**src/logic/dcd_pkg.sv**
```systemverilog
package dcd_pkg;

  // command pin order: {cs_n, ras_n, cas_n, we_n}
  localparam logic [3:0] PINS_NOP = 4'h7;
  localparam logic [3:0] PINS_ACT = 4'h3;
  localparam logic [3:0] PINS_RD = 4'h5;
  localparam logic [3:0] PINS_WR = 4'h4;
  localparam logic [3:0] PINS_PRE = 4'h2;
  localparam logic [3:0] PINS_REF = 4'h1;
  localparam logic [3:0] PINS_MRS = 4'h0;
  localparam logic [3:0] PINS_ZQ = 4'h6;

  typedef enum logic [8:0] {
    DCD_CMD_DESEL = 9'h001,
    DCD_CMD_NOP = 9'h002,
    DCD_CMD_ACT = 9'h004,
    DCD_CMD_RD = 9'h008,
    DCD_CMD_WR = 9'h010,
    DCD_CMD_PRE = 9'h020,
    DCD_CMD_REF = 9'h040,
    DCD_CMD_MRS = 9'h080,
    DCD_CMD_ZQ = 9'h100
  } dcd_cmd_t;

  // address bit functions
  localparam int AUTO_PRE_BIT = 10;
  localparam int BURST_CHOP_BIT = 12;

  // mode register indices and termination fields
  localparam int NUM_MR = 4;
  localparam logic [1:0] MR1_IDX = 2'h1;
  localparam logic [1:0] MR2_IDX = 2'h2;
  localparam int RTT_NOM_B0 = 2;
  localparam int RTT_NOM_B1 = 6;
  localparam int RTT_NOM_B2 = 9;
  localparam int RTT_WR_LO = 9;
  localparam int RTT_WR_HI = 10;

  // write beats per burst
  localparam logic [3:0] BEATS_FULL = 4'h8;
  localparam logic [3:0] BEATS_CHOP = 4'h4;

  localparam int SYNC_LEN = 3;

endpackage : dcd_pkg

```
**src/logic/dcd_cmd_addr_decode.sv**
```systemverilog
// Behaviour
// - RAS, CAS, WE with chip select form the command code each cycle.
// - a write byte sampled with its mask high is not stored.
// - write mask sampled on both strobe edges, one mask per beat.
// - bank inputs select the bank for activate, read, write, precharge.
// - on mode register set, bank inputs choose the mode register.
// - address bit 10 on read or write requests auto precharge.
// - on precharge, bit 10 low closes one bank, high closes all.
// - single-bank precharge takes its bank from the bank inputs.
// - address inputs give row on activate, column on read and write.
// - on mode register set, address inputs are the op-code stored.
// - address bit 12 low chops the burst, high gives full burst.
// - termination control registered high enables internal termination.
// - termination applies to every data line and both strobe lines.
// - termination control ignored when mode registers disable termination.
// - chip select registered high masks every command.
// - all address and control inputs sampled on the rising clock edge.
`timescale 1ns/1ps
`default_nettype none

module dcd_cmd_addr_decode #(
  parameter int ADDR_W = 14,
  parameter int BA_W = 3,
  parameter int DQ_W = 16
) (
  input wire logic clk_i, // command clock, rising edge
  input wire logic rst_n_i, // asynchronous reset, active low
  input wire logic cs_n_i, // chip select, active low
  input wire logic ras_n_i, // row strobe, active low
  input wire logic cas_n_i, // column strobe, active low
  input wire logic we_n_i, // write enable, active low
  input wire logic [BA_W-1:0] ba_i, // bank address
  input wire logic [ADDR_W-1:0] addr_i, // address inputs
  input wire logic odt_i, // termination control
  input wire logic dqs_i, // write data strobe, true side
  input wire logic [DQ_W-1:0] dq_i, // write data
  input wire logic lower_byte_write_mask_i, // mask for low byte
  input wire logic upper_byte_write_mask_i, // mask for high byte
  output logic cmd_valid_o, // one-cycle pulse per command other than nop or deselect
  output var dcd_pkg::dcd_cmd_t cmd_o, // decoded command
  output logic [BA_W-1:0] bank_o, // target bank
  output logic [ADDR_W-1:0] row_o, // row of last activate
  output logic [ADDR_W-1:0] col_o, // column of last read or write
  output logic auto_pre_o, // auto precharge on read or write
  output logic all_banks_o, // precharge of every bank
  output logic burst_chop_o, // chopped burst on read or write
  output logic mr_wr_o, // one-cycle pulse: mode register written
  output logic [1:0] mr_sel_o, // mode register selected
  output logic [ADDR_W-1:0] mr_op_o, // op-code written
  output logic term_en_o, // termination active
  output logic [DQ_W-1:0] term_dq_o, // termination per data line
  output logic [1:0] term_dqs_o, // termination on true strobes
  output logic [1:0] term_dqs_n_o, // termination on complement strobes
  output logic beat_valid_o, // one-cycle pulse per stored beat
  output logic [DQ_W-1:0] beat_data_o, // beat data
  output logic [1:0] beat_byte_en_o // bytes to store
);

  localparam int SL = dcd_pkg::SYNC_LEN;

  if (ADDR_W <= dcd_pkg::BURST_CHOP_BIT || BA_W < 2 || DQ_W != 16) begin : g_param_check
    $error("dcd_cmd_addr_decode: unsupported parameter values");
  end

  typedef struct packed {
    logic cmd_valid;
    dcd_pkg::dcd_cmd_t cmd;
    logic [BA_W-1:0] bank;
    logic [ADDR_W-1:0] row;
    logic [ADDR_W-1:0] col;
    logic auto_pre;
    logic all_banks;
    logic burst_chop;
    logic mr_wr;
    logic [1:0] mr_sel;
    logic [ADDR_W-1:0] mr_op;
    logic [dcd_pkg::NUM_MR-1:0][ADDR_W-1:0] mr;
    logic term_en;
    logic [SL-1:0] dqs_s;
    logic [SL-1:0][1:0] dm_s;
    logic [SL-1:0][DQ_W-1:0] dq_s;
    logic dqs_lvl;
    logic [1:0] sync_fill;
    logic [3:0] beats_left;
    logic beat_valid;
    logic [DQ_W-1:0] beat_data;
    logic [1:0] beat_be;
  } dcd_state_t;

  dcd_state_t state_reg;
  dcd_state_t state_next;

  function automatic dcd_pkg::dcd_cmd_t dcd_decode(input logic [3:0] pins);
    dcd_pkg::dcd_cmd_t c;
    c = dcd_pkg::DCD_CMD_DESEL;
    if (!pins[3]) begin
      unique case (pins)
        dcd_pkg::PINS_NOP: c = dcd_pkg::DCD_CMD_NOP;
        dcd_pkg::PINS_ACT: c = dcd_pkg::DCD_CMD_ACT;
        dcd_pkg::PINS_RD: c = dcd_pkg::DCD_CMD_RD;
        dcd_pkg::PINS_WR: c = dcd_pkg::DCD_CMD_WR;
        dcd_pkg::PINS_PRE: c = dcd_pkg::DCD_CMD_PRE;
        dcd_pkg::PINS_REF: c = dcd_pkg::DCD_CMD_REF;
        dcd_pkg::PINS_MRS: c = dcd_pkg::DCD_CMD_MRS;
        default: c = dcd_pkg::DCD_CMD_ZQ;
      endcase
    end
    return c;
  endfunction : dcd_decode

  // termination stays off unless nominal or write termination is programmed
  function automatic logic dcd_rtt_on(input logic [ADDR_W-1:0] mr1, input logic [ADDR_W-1:0] mr2);
    logic on;
    on = mr1[dcd_pkg::RTT_NOM_B0] | mr1[dcd_pkg::RTT_NOM_B1] | mr1[dcd_pkg::RTT_NOM_B2]
       | (|mr2[dcd_pkg::RTT_WR_HI:dcd_pkg::RTT_WR_LO]);
    return on;
  endfunction : dcd_rtt_on

  logic [3:0] pins;
  dcd_pkg::dcd_cmd_t cmd_now;
  logic dqs_edge;
  assign pins = {cs_n_i, ras_n_i, cas_n_i, we_n_i};
  assign cmd_now = dcd_decode(pins);
  // a strobe edge counts once the second and third stages agree
  assign dqs_edge = (state_reg.dqs_s[1] == state_reg.dqs_s[2])
                  && (state_reg.dqs_s[2] != state_reg.dqs_lvl)
                  && (state_reg.sync_fill == 2'(SL));

  always_comb begin
    state_next = state_reg;
    state_next.cmd_valid = 1'b0;
    state_next.mr_wr = 1'b0;
    state_next.beat_valid = 1'b0;
    // command pins taken at the rising edge with no extra staging
    state_next.cmd = cmd_now;
    if (cmd_now != dcd_pkg::DCD_CMD_DESEL && cmd_now != dcd_pkg::DCD_CMD_NOP) begin
      state_next.cmd_valid = 1'b1;
    end
    unique case (cmd_now)
      dcd_pkg::DCD_CMD_ACT: begin
        state_next.bank = ba_i;
        state_next.row = addr_i;
      end
      dcd_pkg::DCD_CMD_RD, dcd_pkg::DCD_CMD_WR: begin
        state_next.bank = ba_i;
        state_next.col = addr_i;
        state_next.auto_pre = addr_i[dcd_pkg::AUTO_PRE_BIT];
        state_next.burst_chop = !addr_i[dcd_pkg::BURST_CHOP_BIT];
        state_next.all_banks = 1'b0;
        if (cmd_now == dcd_pkg::DCD_CMD_WR) begin
          state_next.beats_left = addr_i[dcd_pkg::BURST_CHOP_BIT]
                                ? dcd_pkg::BEATS_FULL : dcd_pkg::BEATS_CHOP;
        end
      end
      dcd_pkg::DCD_CMD_PRE: begin
        state_next.bank = ba_i;
        state_next.all_banks = addr_i[dcd_pkg::AUTO_PRE_BIT];
        state_next.auto_pre = 1'b0;
      end
      dcd_pkg::DCD_CMD_MRS: begin
        if (ba_i < BA_W'(dcd_pkg::NUM_MR)) begin
          state_next.mr_wr = 1'b1;
          state_next.mr_sel = ba_i[1:0];
          state_next.mr_op = addr_i;
          state_next.mr[ba_i[1:0]] = addr_i;
        end
      end
      default: begin
      end
    endcase
    state_next.term_en = odt_i
      && dcd_rtt_on(state_reg.mr[dcd_pkg::MR1_IDX], state_reg.mr[dcd_pkg::MR2_IDX]);
    // strobe, mask and data each pass a three stage synchroniser
    state_next.dqs_s = {state_reg.dqs_s[1:0], dqs_i};
    state_next.dm_s = {state_reg.dm_s[1:0], {upper_byte_write_mask_i, lower_byte_write_mask_i}};
    state_next.dq_s = {state_reg.dq_s[1:0], dq_i};
    // stages still hold reset zeros: follow the second stage level, no edge taken yet
    if (state_reg.sync_fill != 2'(SL)) begin
      state_next.sync_fill = state_reg.sync_fill + 2'h1;
      state_next.dqs_lvl = state_reg.dqs_s[1];
    end
    if (dqs_edge) begin
      state_next.dqs_lvl = state_reg.dqs_s[2];
      if (state_reg.beats_left != 4'h0 && cmd_now != dcd_pkg::DCD_CMD_WR) begin
        state_next.beats_left = state_reg.beats_left - 4'h1;
        state_next.beat_valid = 1'b1;
        state_next.beat_data = state_reg.dq_s[2];
        state_next.beat_be = ~state_reg.dm_s[2];
      end
    end
  end

  always_ff @(posedge clk_i or negedge rst_n_i) begin
    if (!rst_n_i) begin
      state_reg <= '0;
      state_reg.cmd <= dcd_pkg::DCD_CMD_DESEL;
    end else begin
      state_reg <= state_next;
    end
  end

  assign cmd_valid_o = state_reg.cmd_valid;
  assign cmd_o = state_reg.cmd;
  assign bank_o = state_reg.bank;
  assign row_o = state_reg.row;
  assign col_o = state_reg.col;
  assign auto_pre_o = state_reg.auto_pre;
  assign all_banks_o = state_reg.all_banks;
  assign burst_chop_o = state_reg.burst_chop;
  assign mr_wr_o = state_reg.mr_wr;
  assign mr_sel_o = state_reg.mr_sel;
  assign mr_op_o = state_reg.mr_op;
  assign term_en_o = state_reg.term_en;
  assign term_dq_o = {DQ_W{state_reg.term_en}};
  assign term_dqs_o = {2{state_reg.term_en}};
  assign term_dqs_n_o = {2{state_reg.term_en}};
  assign beat_valid_o = state_reg.beat_valid;
  assign beat_data_o = state_reg.beat_data;
  assign beat_byte_en_o = state_reg.beat_be;

  a_cmd_code_decode: assert property (@(posedge clk_i) disable iff (!rst_n_i)
    !$past(cs_n_i) && $past(rst_n_i) |-> cmd_o == dcd_decode($past(pins)))
    else $error("command does not match sampled pins");

  a_cs_masks_cmd: assert property (@(posedge clk_i) disable iff (!rst_n_i)
    cs_n_i |=> !cmd_valid_o && cmd_o == dcd_pkg::DCD_CMD_DESEL)
    else $error("command taken while chip select high");

  a_bank_follow: assert property (@(posedge clk_i) disable iff (!rst_n_i)
    cmd_now inside {dcd_pkg::DCD_CMD_ACT, dcd_pkg::DCD_CMD_RD, dcd_pkg::DCD_CMD_WR}
    |=> bank_o == $past(ba_i))
    else $error("bank not taken from bank inputs");

  a_pre_one_bank: assert property (@(posedge clk_i) disable iff (!rst_n_i)
    cmd_now == dcd_pkg::DCD_CMD_PRE |=> bank_o == $past(ba_i)
      && all_banks_o == $past(addr_i[dcd_pkg::AUTO_PRE_BIT]))
    else $error("precharge bank or scope wrong");

  a_auto_pre_flag: assert property (@(posedge clk_i) disable iff (!rst_n_i)
    cmd_now inside {dcd_pkg::DCD_CMD_RD, dcd_pkg::DCD_CMD_WR}
    |=> auto_pre_o == $past(addr_i[dcd_pkg::AUTO_PRE_BIT]) && !all_banks_o)
    else $error("auto precharge flag wrong");

  a_chop_flag: assert property (@(posedge clk_i) disable iff (!rst_n_i)
    cmd_now inside {dcd_pkg::DCD_CMD_RD, dcd_pkg::DCD_CMD_WR}
    |=> burst_chop_o != $past(addr_i[dcd_pkg::BURST_CHOP_BIT]))
    else $error("burst chop flag wrong");

  a_row_col_take: assert property (@(posedge clk_i) disable iff (!rst_n_i)
    (cmd_now == dcd_pkg::DCD_CMD_ACT |=> row_o == $past(addr_i))
    and (cmd_now == dcd_pkg::DCD_CMD_RD |=> col_o == $past(addr_i)))
    else $error("row or column not captured");

  a_mrs_write: assert property (@(posedge clk_i) disable iff (!rst_n_i)
    cmd_now == dcd_pkg::DCD_CMD_MRS && ba_i < BA_W'(dcd_pkg::NUM_MR)
    |=> mr_wr_o && mr_sel_o == $past(ba_i[1:0]) && mr_op_o == $past(addr_i))
    else $error("mode register write wrong");

  a_mrs_stored: assert property (@(posedge clk_i) disable iff (!rst_n_i)
    mr_wr_o |-> state_reg.mr[mr_sel_o] == mr_op_o)
    else $error("op-code not stored");

  a_odt_ignored: assert property (@(posedge clk_i) disable iff (!rst_n_i)
    !dcd_rtt_on(state_reg.mr[dcd_pkg::MR1_IDX], state_reg.mr[dcd_pkg::MR2_IDX])
    |=> !term_en_o)
    else $error("termination on while disabled");

  a_odt_enable: assert property (@(posedge clk_i) disable iff (!rst_n_i)
    odt_i && dcd_rtt_on(state_reg.mr[dcd_pkg::MR1_IDX], state_reg.mr[dcd_pkg::MR2_IDX])
    |=> term_en_o && (&term_dq_o) && (&term_dqs_o) && (&term_dqs_n_o))
    else $error("termination not applied");

  a_mask_beat: assert property (@(posedge clk_i) disable iff (!rst_n_i)
    beat_valid_o |-> beat_byte_en_o == ~$past(state_reg.dm_s[2]))
    else $error("masked byte enabled");

  a_beat_count: assert property (@(posedge clk_i) disable iff (!rst_n_i)
    beat_valid_o |-> $past(state_reg.beats_left) == state_reg.beats_left + 4'h1)
    else $error("beat count not advanced");

  a_no_warm_beat: assert property (@(posedge clk_i) disable iff (!rst_n_i)
    state_reg.sync_fill != 2'(SL) |=> !beat_valid_o)
    else $error("strobe edge taken before synchroniser filled");

  c_write_cmd: cover property (@(posedge clk_i) disable iff (!rst_n_i)
    cmd_valid_o && cmd_o == dcd_pkg::DCD_CMD_WR);
  c_masked_beat: cover property (@(posedge clk_i) disable iff (!rst_n_i)
    beat_valid_o && beat_byte_en_o != 2'h3);
  c_pre_all: cover property (@(posedge clk_i) disable iff (!rst_n_i)
    cmd_o == dcd_pkg::DCD_CMD_PRE && all_banks_o);
  c_term_on: cover property (@(posedge clk_i) disable iff (!rst_n_i) term_en_o);

endmodule : dcd_cmd_addr_decode

`default_nettype wire

```
**config.mk**
```make
export PLATFORM = sky130hd
export DESIGN_NAME = dcd_cmd_addr_decode
export DESIGN_NICKNAME = d
export VERILOG_FILES = /design/src/logic/dcd_pkg.sv /design/src/logic/dcd_cmd_addr_decode.sv
export SDC_FILE = /design/constraint.sdc
export NUM_CORES = 1
export LEC_CHECK = 0
export BUFFER_PORTS_ARGS = -buffer_cell sky130_fd_sc_hd__buf_2
export CAP_MARGIN = 20
export CELL_PAD_IN_SITES_DETAIL_PLACEMENT = 1
export CELL_PAD_IN_SITES_GLOBAL_PLACEMENT = 1
export CORE_MARGIN = 3
export CORE_UTILIZATION = 42
export DETAILED_ROUTE_END_ITERATION = 10
export PLACE_DENSITY_LB_ADDON = 0.1
export REMOVE_ABC_BUFFERS = 1
export SYNTH_ARGS = -nofsm -noshare
export SYNTH_HDL_FRONTEND = slang
export SYNTH_SLANG_ARGS = --single-unit
export TNS_END_PERCENT = 10
```
**constraint.sdc**
```tcl
create_clock -name clk_i -period 2.5 [get_ports clk_i]
set_input_delay 0.25 -clock clk_i [delete_from_list [all_inputs] [get_ports clk_i]]
set_output_delay 0.25 -clock clk_i [all_outputs]
set_load 0.05 [all_outputs]
```
; Word level (Yosys, flattened, before mapping)
; Index checks and enable logic that the tools add are counted.
; Widths: inputs -> output; s select.
[word_totals]
inputBits = 43
register_bits = 201
out_inout_bits = 101
[op_classes]
n_mux = 16
n_addsub = 2
magnitude_cmp = 3
bitwise_logic = 4
n_eq_ne = 18
n_reduce_logical = 16
[op_table]
columns = op, count
row1 = $mux 73, 2
row2 = $pmux 9 s7, 1
row3 = $bwmux 56, 1
row4 = $mux 23, 2
row5 = $demux 14 s2, 1
row6 = $mux 14, 1
row7 = $eq 4x3->1 const B, 3
row8 = $mux 4, 3
row9 = $eq 9x3->1 const B, 1
row10 = $eq 9x4->1 const B, 1
row11 = $eq 9x5->1 const B, 1
row12 = $eq 9x6->1 const B, 1
row13 = $eq 9x8->1 const B, 1
row14 = $mux 9, 1
row15 = $ne 9x1->1 const B, 1
row16 = $ne 9x2->1 const B, 1
row17 = $ne 9x5->1 const B, 1
row18 = $eq 4x2->1 const B, 2
row19 = $logic_and 1x1->1, 6
row20 = $eq 4x1->1 const B, 1
row21 = $logic_not 4->1, 1
row22 = $pmux 2 s2, 1
row23 = $reduce_and 2->1, 2
row24 = $reduce_bool 2->1, 2
row25 = other kinds (17), 21

; Depth between registers and ports, before layout
[logic_depth]
depth_word = 8
ltp_mapped = 7
depth_no_buf = 6

; Least setup slack after synthesis
; No wires, ideal clock.
[synth_path]
path_kind = register to register
from = register state_reg[23] (netlist bit)
to = register state_reg (netlist bit beat_data_o[10])
setup_time_ns = 0.125
required_time_ns = 2.375
setup_slack_ns = 0.701
t_arrival_ns = 1.674
path_stages_with_launch = 7
cell_sequence = dfrtp_1 ha_1 nand4bb_1 a21oi_1 nand2_2 buf_6 mux2_2
[synth_between]
elab_chain_len = 3
[synth_lines]
columns = element, line
row1 = start: declaration, dcd_cmd_addr_decode.sv:90  ; dcd_state_t state_reg;
row2 = start signal: assignment, dcd_cmd_addr_decode.sv:198  ; state_reg <= state_next;
row3 = $eq 2x2->1, dcd_cmd_addr_decode.sv:127  ; && (state_reg.sync_fill == 2'(SL));
row4 = $logic_and 1x1->1, dcd_cmd_addr_decode.sv:127
row5 = $reduce_and 2->1 (no source line), --
; No other way between the ends.
; A chain may end at the register's enable or synchronous reset.

; Final worst setup path
[layout_path]
from = register state_reg[23] (netlist bit)
to = register state_reg (netlist bit beat_data_o[15])
; Same word-level chain as after synthesis.

==> Flow_metrics.wiki <==
{| class="wikitable"
! Metric !! Value
|-
| Outcome || finished clean
|-
| Crit Path Class || flop to flop
|-
| Cts repair resizes || 0
|-
| Sum of routed wire length over all layers || 11.0 mm
|-
| Setup slack of the critical path after layout || 0.341 ns
|-
| Clock buffer count from CTS || 17
|-
| Register area share after synthesis || 65.5%
|-
| Biggest area contributors in the synthesized netlist || sky130_fd_sc_hd__dfrtp_1 65%, sky130_fd_sc_hd__buf_4 12%, sky130_fd_sc_hd__mux2_2 10%
|-
| Max Cap Violations || 0
|-
| Instance count after placement with tap cells included || 636
|-
| Number of antenna violations at the first check in global routing || 0
|-
| Starting DRC count in detailed routing || 113
|-
| Most frequent cells in the layout || 149 x sky130_fd_sc_hd__dfrtp_1, 142 x sky130_fd_sc_hd__buf_2, 52 x sky130_fd_sc_hd__mux2_2
|-
| Mean instance size in the synthesized netlist || 13.9 um2
|-
| Aggregate global-route resource usage || 15.5%
|-
| DRC violation count after routing || 0
|-
| Number of standard cells in the layout, taps in and fillers out || 689
|-
| Final-stage net count || 545
|-
| R2R depth || 5
|-
| Transition time at the pin with the least slew margin || 0.514 ns
|-
| Synth Area in XOR/XNOR || 0.458%
|-
| Vias per cell || 4.50
|-
| Setup repair after global routing missed its margin || no
|-
| Post-synth top area share || 65.0%
|-
| Setup-failing EPs final || 0
|-
| Max Slew Vio Count || 0
|-
| Asr flop ratio synth || 100%
|-
| Number of iterations in the first detailed-routing pass || 4
|-
| Fin crit share || 86.3%
|-
| Fill cell total of the finished layout || 1368
|-
| Max FFs per register || 38
|-
| Horizontal die dimension || 123 um
|-
| Most instantiated flip-flop cell in the synthesis netlist || sky130_fd_sc_hd__dfrtp_1
|-
| Max Buffers Root-to-Sink || 2
|-
| Worst reg2reg path endpoint || beat_data_o[15]$_DFFE_PN0P_
|-
| Number of H-tree branching levels || 4
|-
| Maximum number of pins on one net before global-route repair || 56
|-
| Power density normalized to cell area || 1130 nW/um2
|-
| Critical Path Sink Type || flop
|-
| Share of synthesized cell area in and, or, nand and nor gates || 7.00%
|-
| Wire length of the first global-routing pass || 17.4 mm
|-
| Worst min-delay path startpoint || odt_i
|-
| Vertical die dimension || 123 um
|-
| Vias post-DR || 3098
|-
| Count of nets left with antenna violations after detail routing || 0
|-
| Clock tree from TritonCTS || built
|-
| Number of clock sinks || 150
|-
| Worst Clk Skew || 0.00601 ns
|-
| Path class of the lowest-slack min-delay path || input port to flop
|-
| Req. time, crit path || 2.80 ns
|-
| Detail-routed net length per standard cell || 15.9 um
|-
| Weighted congestion reported at the end of routability-driven placement || 0.733
|-
| GR Overflow Total || 0
|-
| Slew Limit Headroom || 65.6%
|-
| Max rail drop VDD || 0.519 mV
|-
| Most common library cell in the layout ignoring fill and taps || sky130_fd_sc_hd__dfrtp_1
|-
| Final core utilization || 50.8%
|-
| Layout cell share with drive strength beyond 1 || 46.8%
|-
| Worst Hold End || term_en_o$_DFF_PN0_
|-
| Starting density of the core || 43.1%
|-
| Total of buffers placed on input and output ports || 143
|-
| Number of primary I/O pins || 144
|-
| Cell type with the highest aggregate area in the netlist || sky130_fd_sc_hd__dfrtp_1
|-
| Minimum clock period after layout || 2.16 ns
|-
| Seq cells post-synth || 150
|-
| Clock input transition at the sequential cells of the worst setup and hold paths || 0.06 ns
|-
| Clk_lat worst skew || 0.42 ns
|-
| WHS Path Cells || 2
|-
| P&R area growth vs syn || 17.8%
|-
| Setup Slack @ Placement || 0.350 ns
|-
| Setup slack of the worst register-to-register path || 0.34 ns
|-
| Die area || 15100 um2
|-
| Core footprint || 13300 um2
|-
| Gate count after technology mapping || 414
|-
| Crit path DAT || 2.46 ns
|-
| Number of synthesized flops with an enable pin || 0
|-
| Vias in the first global route || 3349
|-
| Leak Pwr || 3.38 nW
|-
| Placement Rows || 42
|-
| Maximum clock frequency || 463 MHz
|-
| Kind of start point of the critical path || flop
|-
| Multiplexer share of the synthesized area || 11.1%
|-
| Number of setup buffers added after CTS || 0
|-
| Start of the worst register-to-register path || state_reg[23]$_DFFE_PN0P_
|-
| Cell variety after synth || 37
|-
| Cell Area, Synth || 5730 um2
|-
| DP HPWL || 7.27 mm
|-
| Adder and majority cell fraction of the synthesized area || 0.436%
|-
| Combinational family with the most area after synthesis || buffers and inverters
|-
| Compound-Gate Fraction of Synth Area || 1.68%
|-
| Clock root buffer master || sky130_fd_sc_hd__clkbuf_16
|-
| Synthesis Warnings || 0
|-
| CP max FO || 19
|-
| Hold violation count in the final report || 0
|-
| Ant diodes || 0
|}
## metrics by stage
| step | setup TNS, ns | hold WS (ns) | total power, W | area [um2] |
|---|---|---|---|---|
| 4_1_cts | 0 | 0.0299 | 0.00776 | 6760 |
| 3_3_place_gp | 0 | 0.213 | 0.00515 | 5970 |
| 2_1_floorplan | -90.09 | -0.0456 | 0.00459 | 4970 |
| 6_report | 0 | 0.0506 | 0.00765 | 6760 |
| 5_1_grt | 0 | 0.0330 | 0.00803 | 6760 |
| 3_5_place_dp | 0 | 0.216 | 0.00520 | 5970 |
## worst max path at each step
stage | from | endpoint | slack (ns) | cells past startpoint
3_3_place_gp | state_reg[23]$_DFFE_PN0P_ | beat_data_o[13]$_DFFE_PN0P_ | 0.49 | 5
2_1_floorplan | term_en_o$_DFF_PN0_ | term_dq_o[0] | -4.29 | 0
5_1_grt | state_reg[23]$_DFFE_PN0P_ | beat_data_o[14]$_DFFE_PN0P_ | 0.16 | 5
4_1_cts | state_reg[23]$_DFFE_PN0P_ | beat_data_o[15]$_DFFE_PN0P_ | 0.32 | 5
6_report | state_reg[23]$_DFFE_PN0P_ | beat_data_o[15]$_DFFE_PN0P_ | 0.34 | 5
3_5_place_dp | state_reg[23]$_DFFE_PN0P_ | beat_data_o[2]$_DFFE_PN0P_ | 0.35 | 5
## cell usage after synthesis, types with 2 or more instances
master and number:
sky130_fd_sc_hd__clkbuf_1 3, sky130_fd_sc_hd__buf_6 3, sky130_fd_sc_hd__nor3_1 3, sky130_fd_sc_hd__inv_1 8
sky130_fd_sc_hd__nand2_1 48, sky130_fd_sc_hd__mux2_2 52, sky130_fd_sc_hd__mux2_1 3, sky130_fd_sc_hd__buf_2 2
sky130_fd_sc_hd__buf_4 94, sky130_fd_sc_hd__a31oi_1 2, sky130_fd_sc_hd__a21oi_1 5, sky130_fd_sc_hd__ha_1 2
sky130_fd_sc_hd__nor4b_4 2, sky130_fd_sc_hd__mux2i_1 2, sky130_fd_sc_hd__o21ai_0 2, sky130_fd_sc_hd__dfrtp_1 149
sky130_fd_sc_hd__xnor2_1 3, sky130_fd_sc_hd__nor2_1 10, sky130_fd_sc_hd__nand2b_1 3
## cells by family after synthesis
logic type,Yosys count
buffers and inverters,110
adders and majority gates,2
AOI/OAI and AO/OA,15
muxes,57
DFF,150
and+or+nand+nor,77
xor gates and xnor gates,3
## cell type report
cell class                      count  area (um2)  share of cell area [%]
Sequential cell                   150        3750                    55.6
Multi-Input combinational cell    154        1190                    17.6
Timing Repair Buffer              169         982                    14.5
Clock buffer                       18         429                    6.35
Tap cell                          176         220                    3.26
Clock inverter                     14         150                    2.22
Inverter                            8        30.0                   0.445
## critical path, cell delays in order (launching register included)
cell and delay, ns:
sky130_fd_sc_hd__dfrtp_1 0.36, sky130_fd_sc_hd__ha_1 0.28, sky130_fd_sc_hd__nand4bb_1 0.15, sky130_fd_sc_hd__a21oi_1 0.42, sky130_fd_sc_hd__nand2_2 0.42, sky130_fd_sc_hd__mux2_2 0.41
## what timing repair did
item | in CTS | in global routing
hold buffers | 21 | 0
endpoints found under the setup margin | 0 | 0
endpoints found under the hold margin | 64 | 0
## report_power, final
group	internal (W)	total [W]	switching [W]
sequential	0.00280	0.00299	0.000191
clock	0.00148	0.00249	0.00102
combinational	0.000546	0.00217	0.00163
total	0.00482	0.00765	0.00283
## per-layer routing
layer | vias to the layer above | wire length (um) | track usage [%]
li1 | 1426 | - | -
met1 | 1566 | 4580 | 18.8
met2 | 89 | 5390 | 24.4
met3 | 17 | 805 | 6.64
met4 | 0 | 178 | 6.16
met5 | - | 0 | 0
Note: power is estimated with default switching activity, not from simulation.
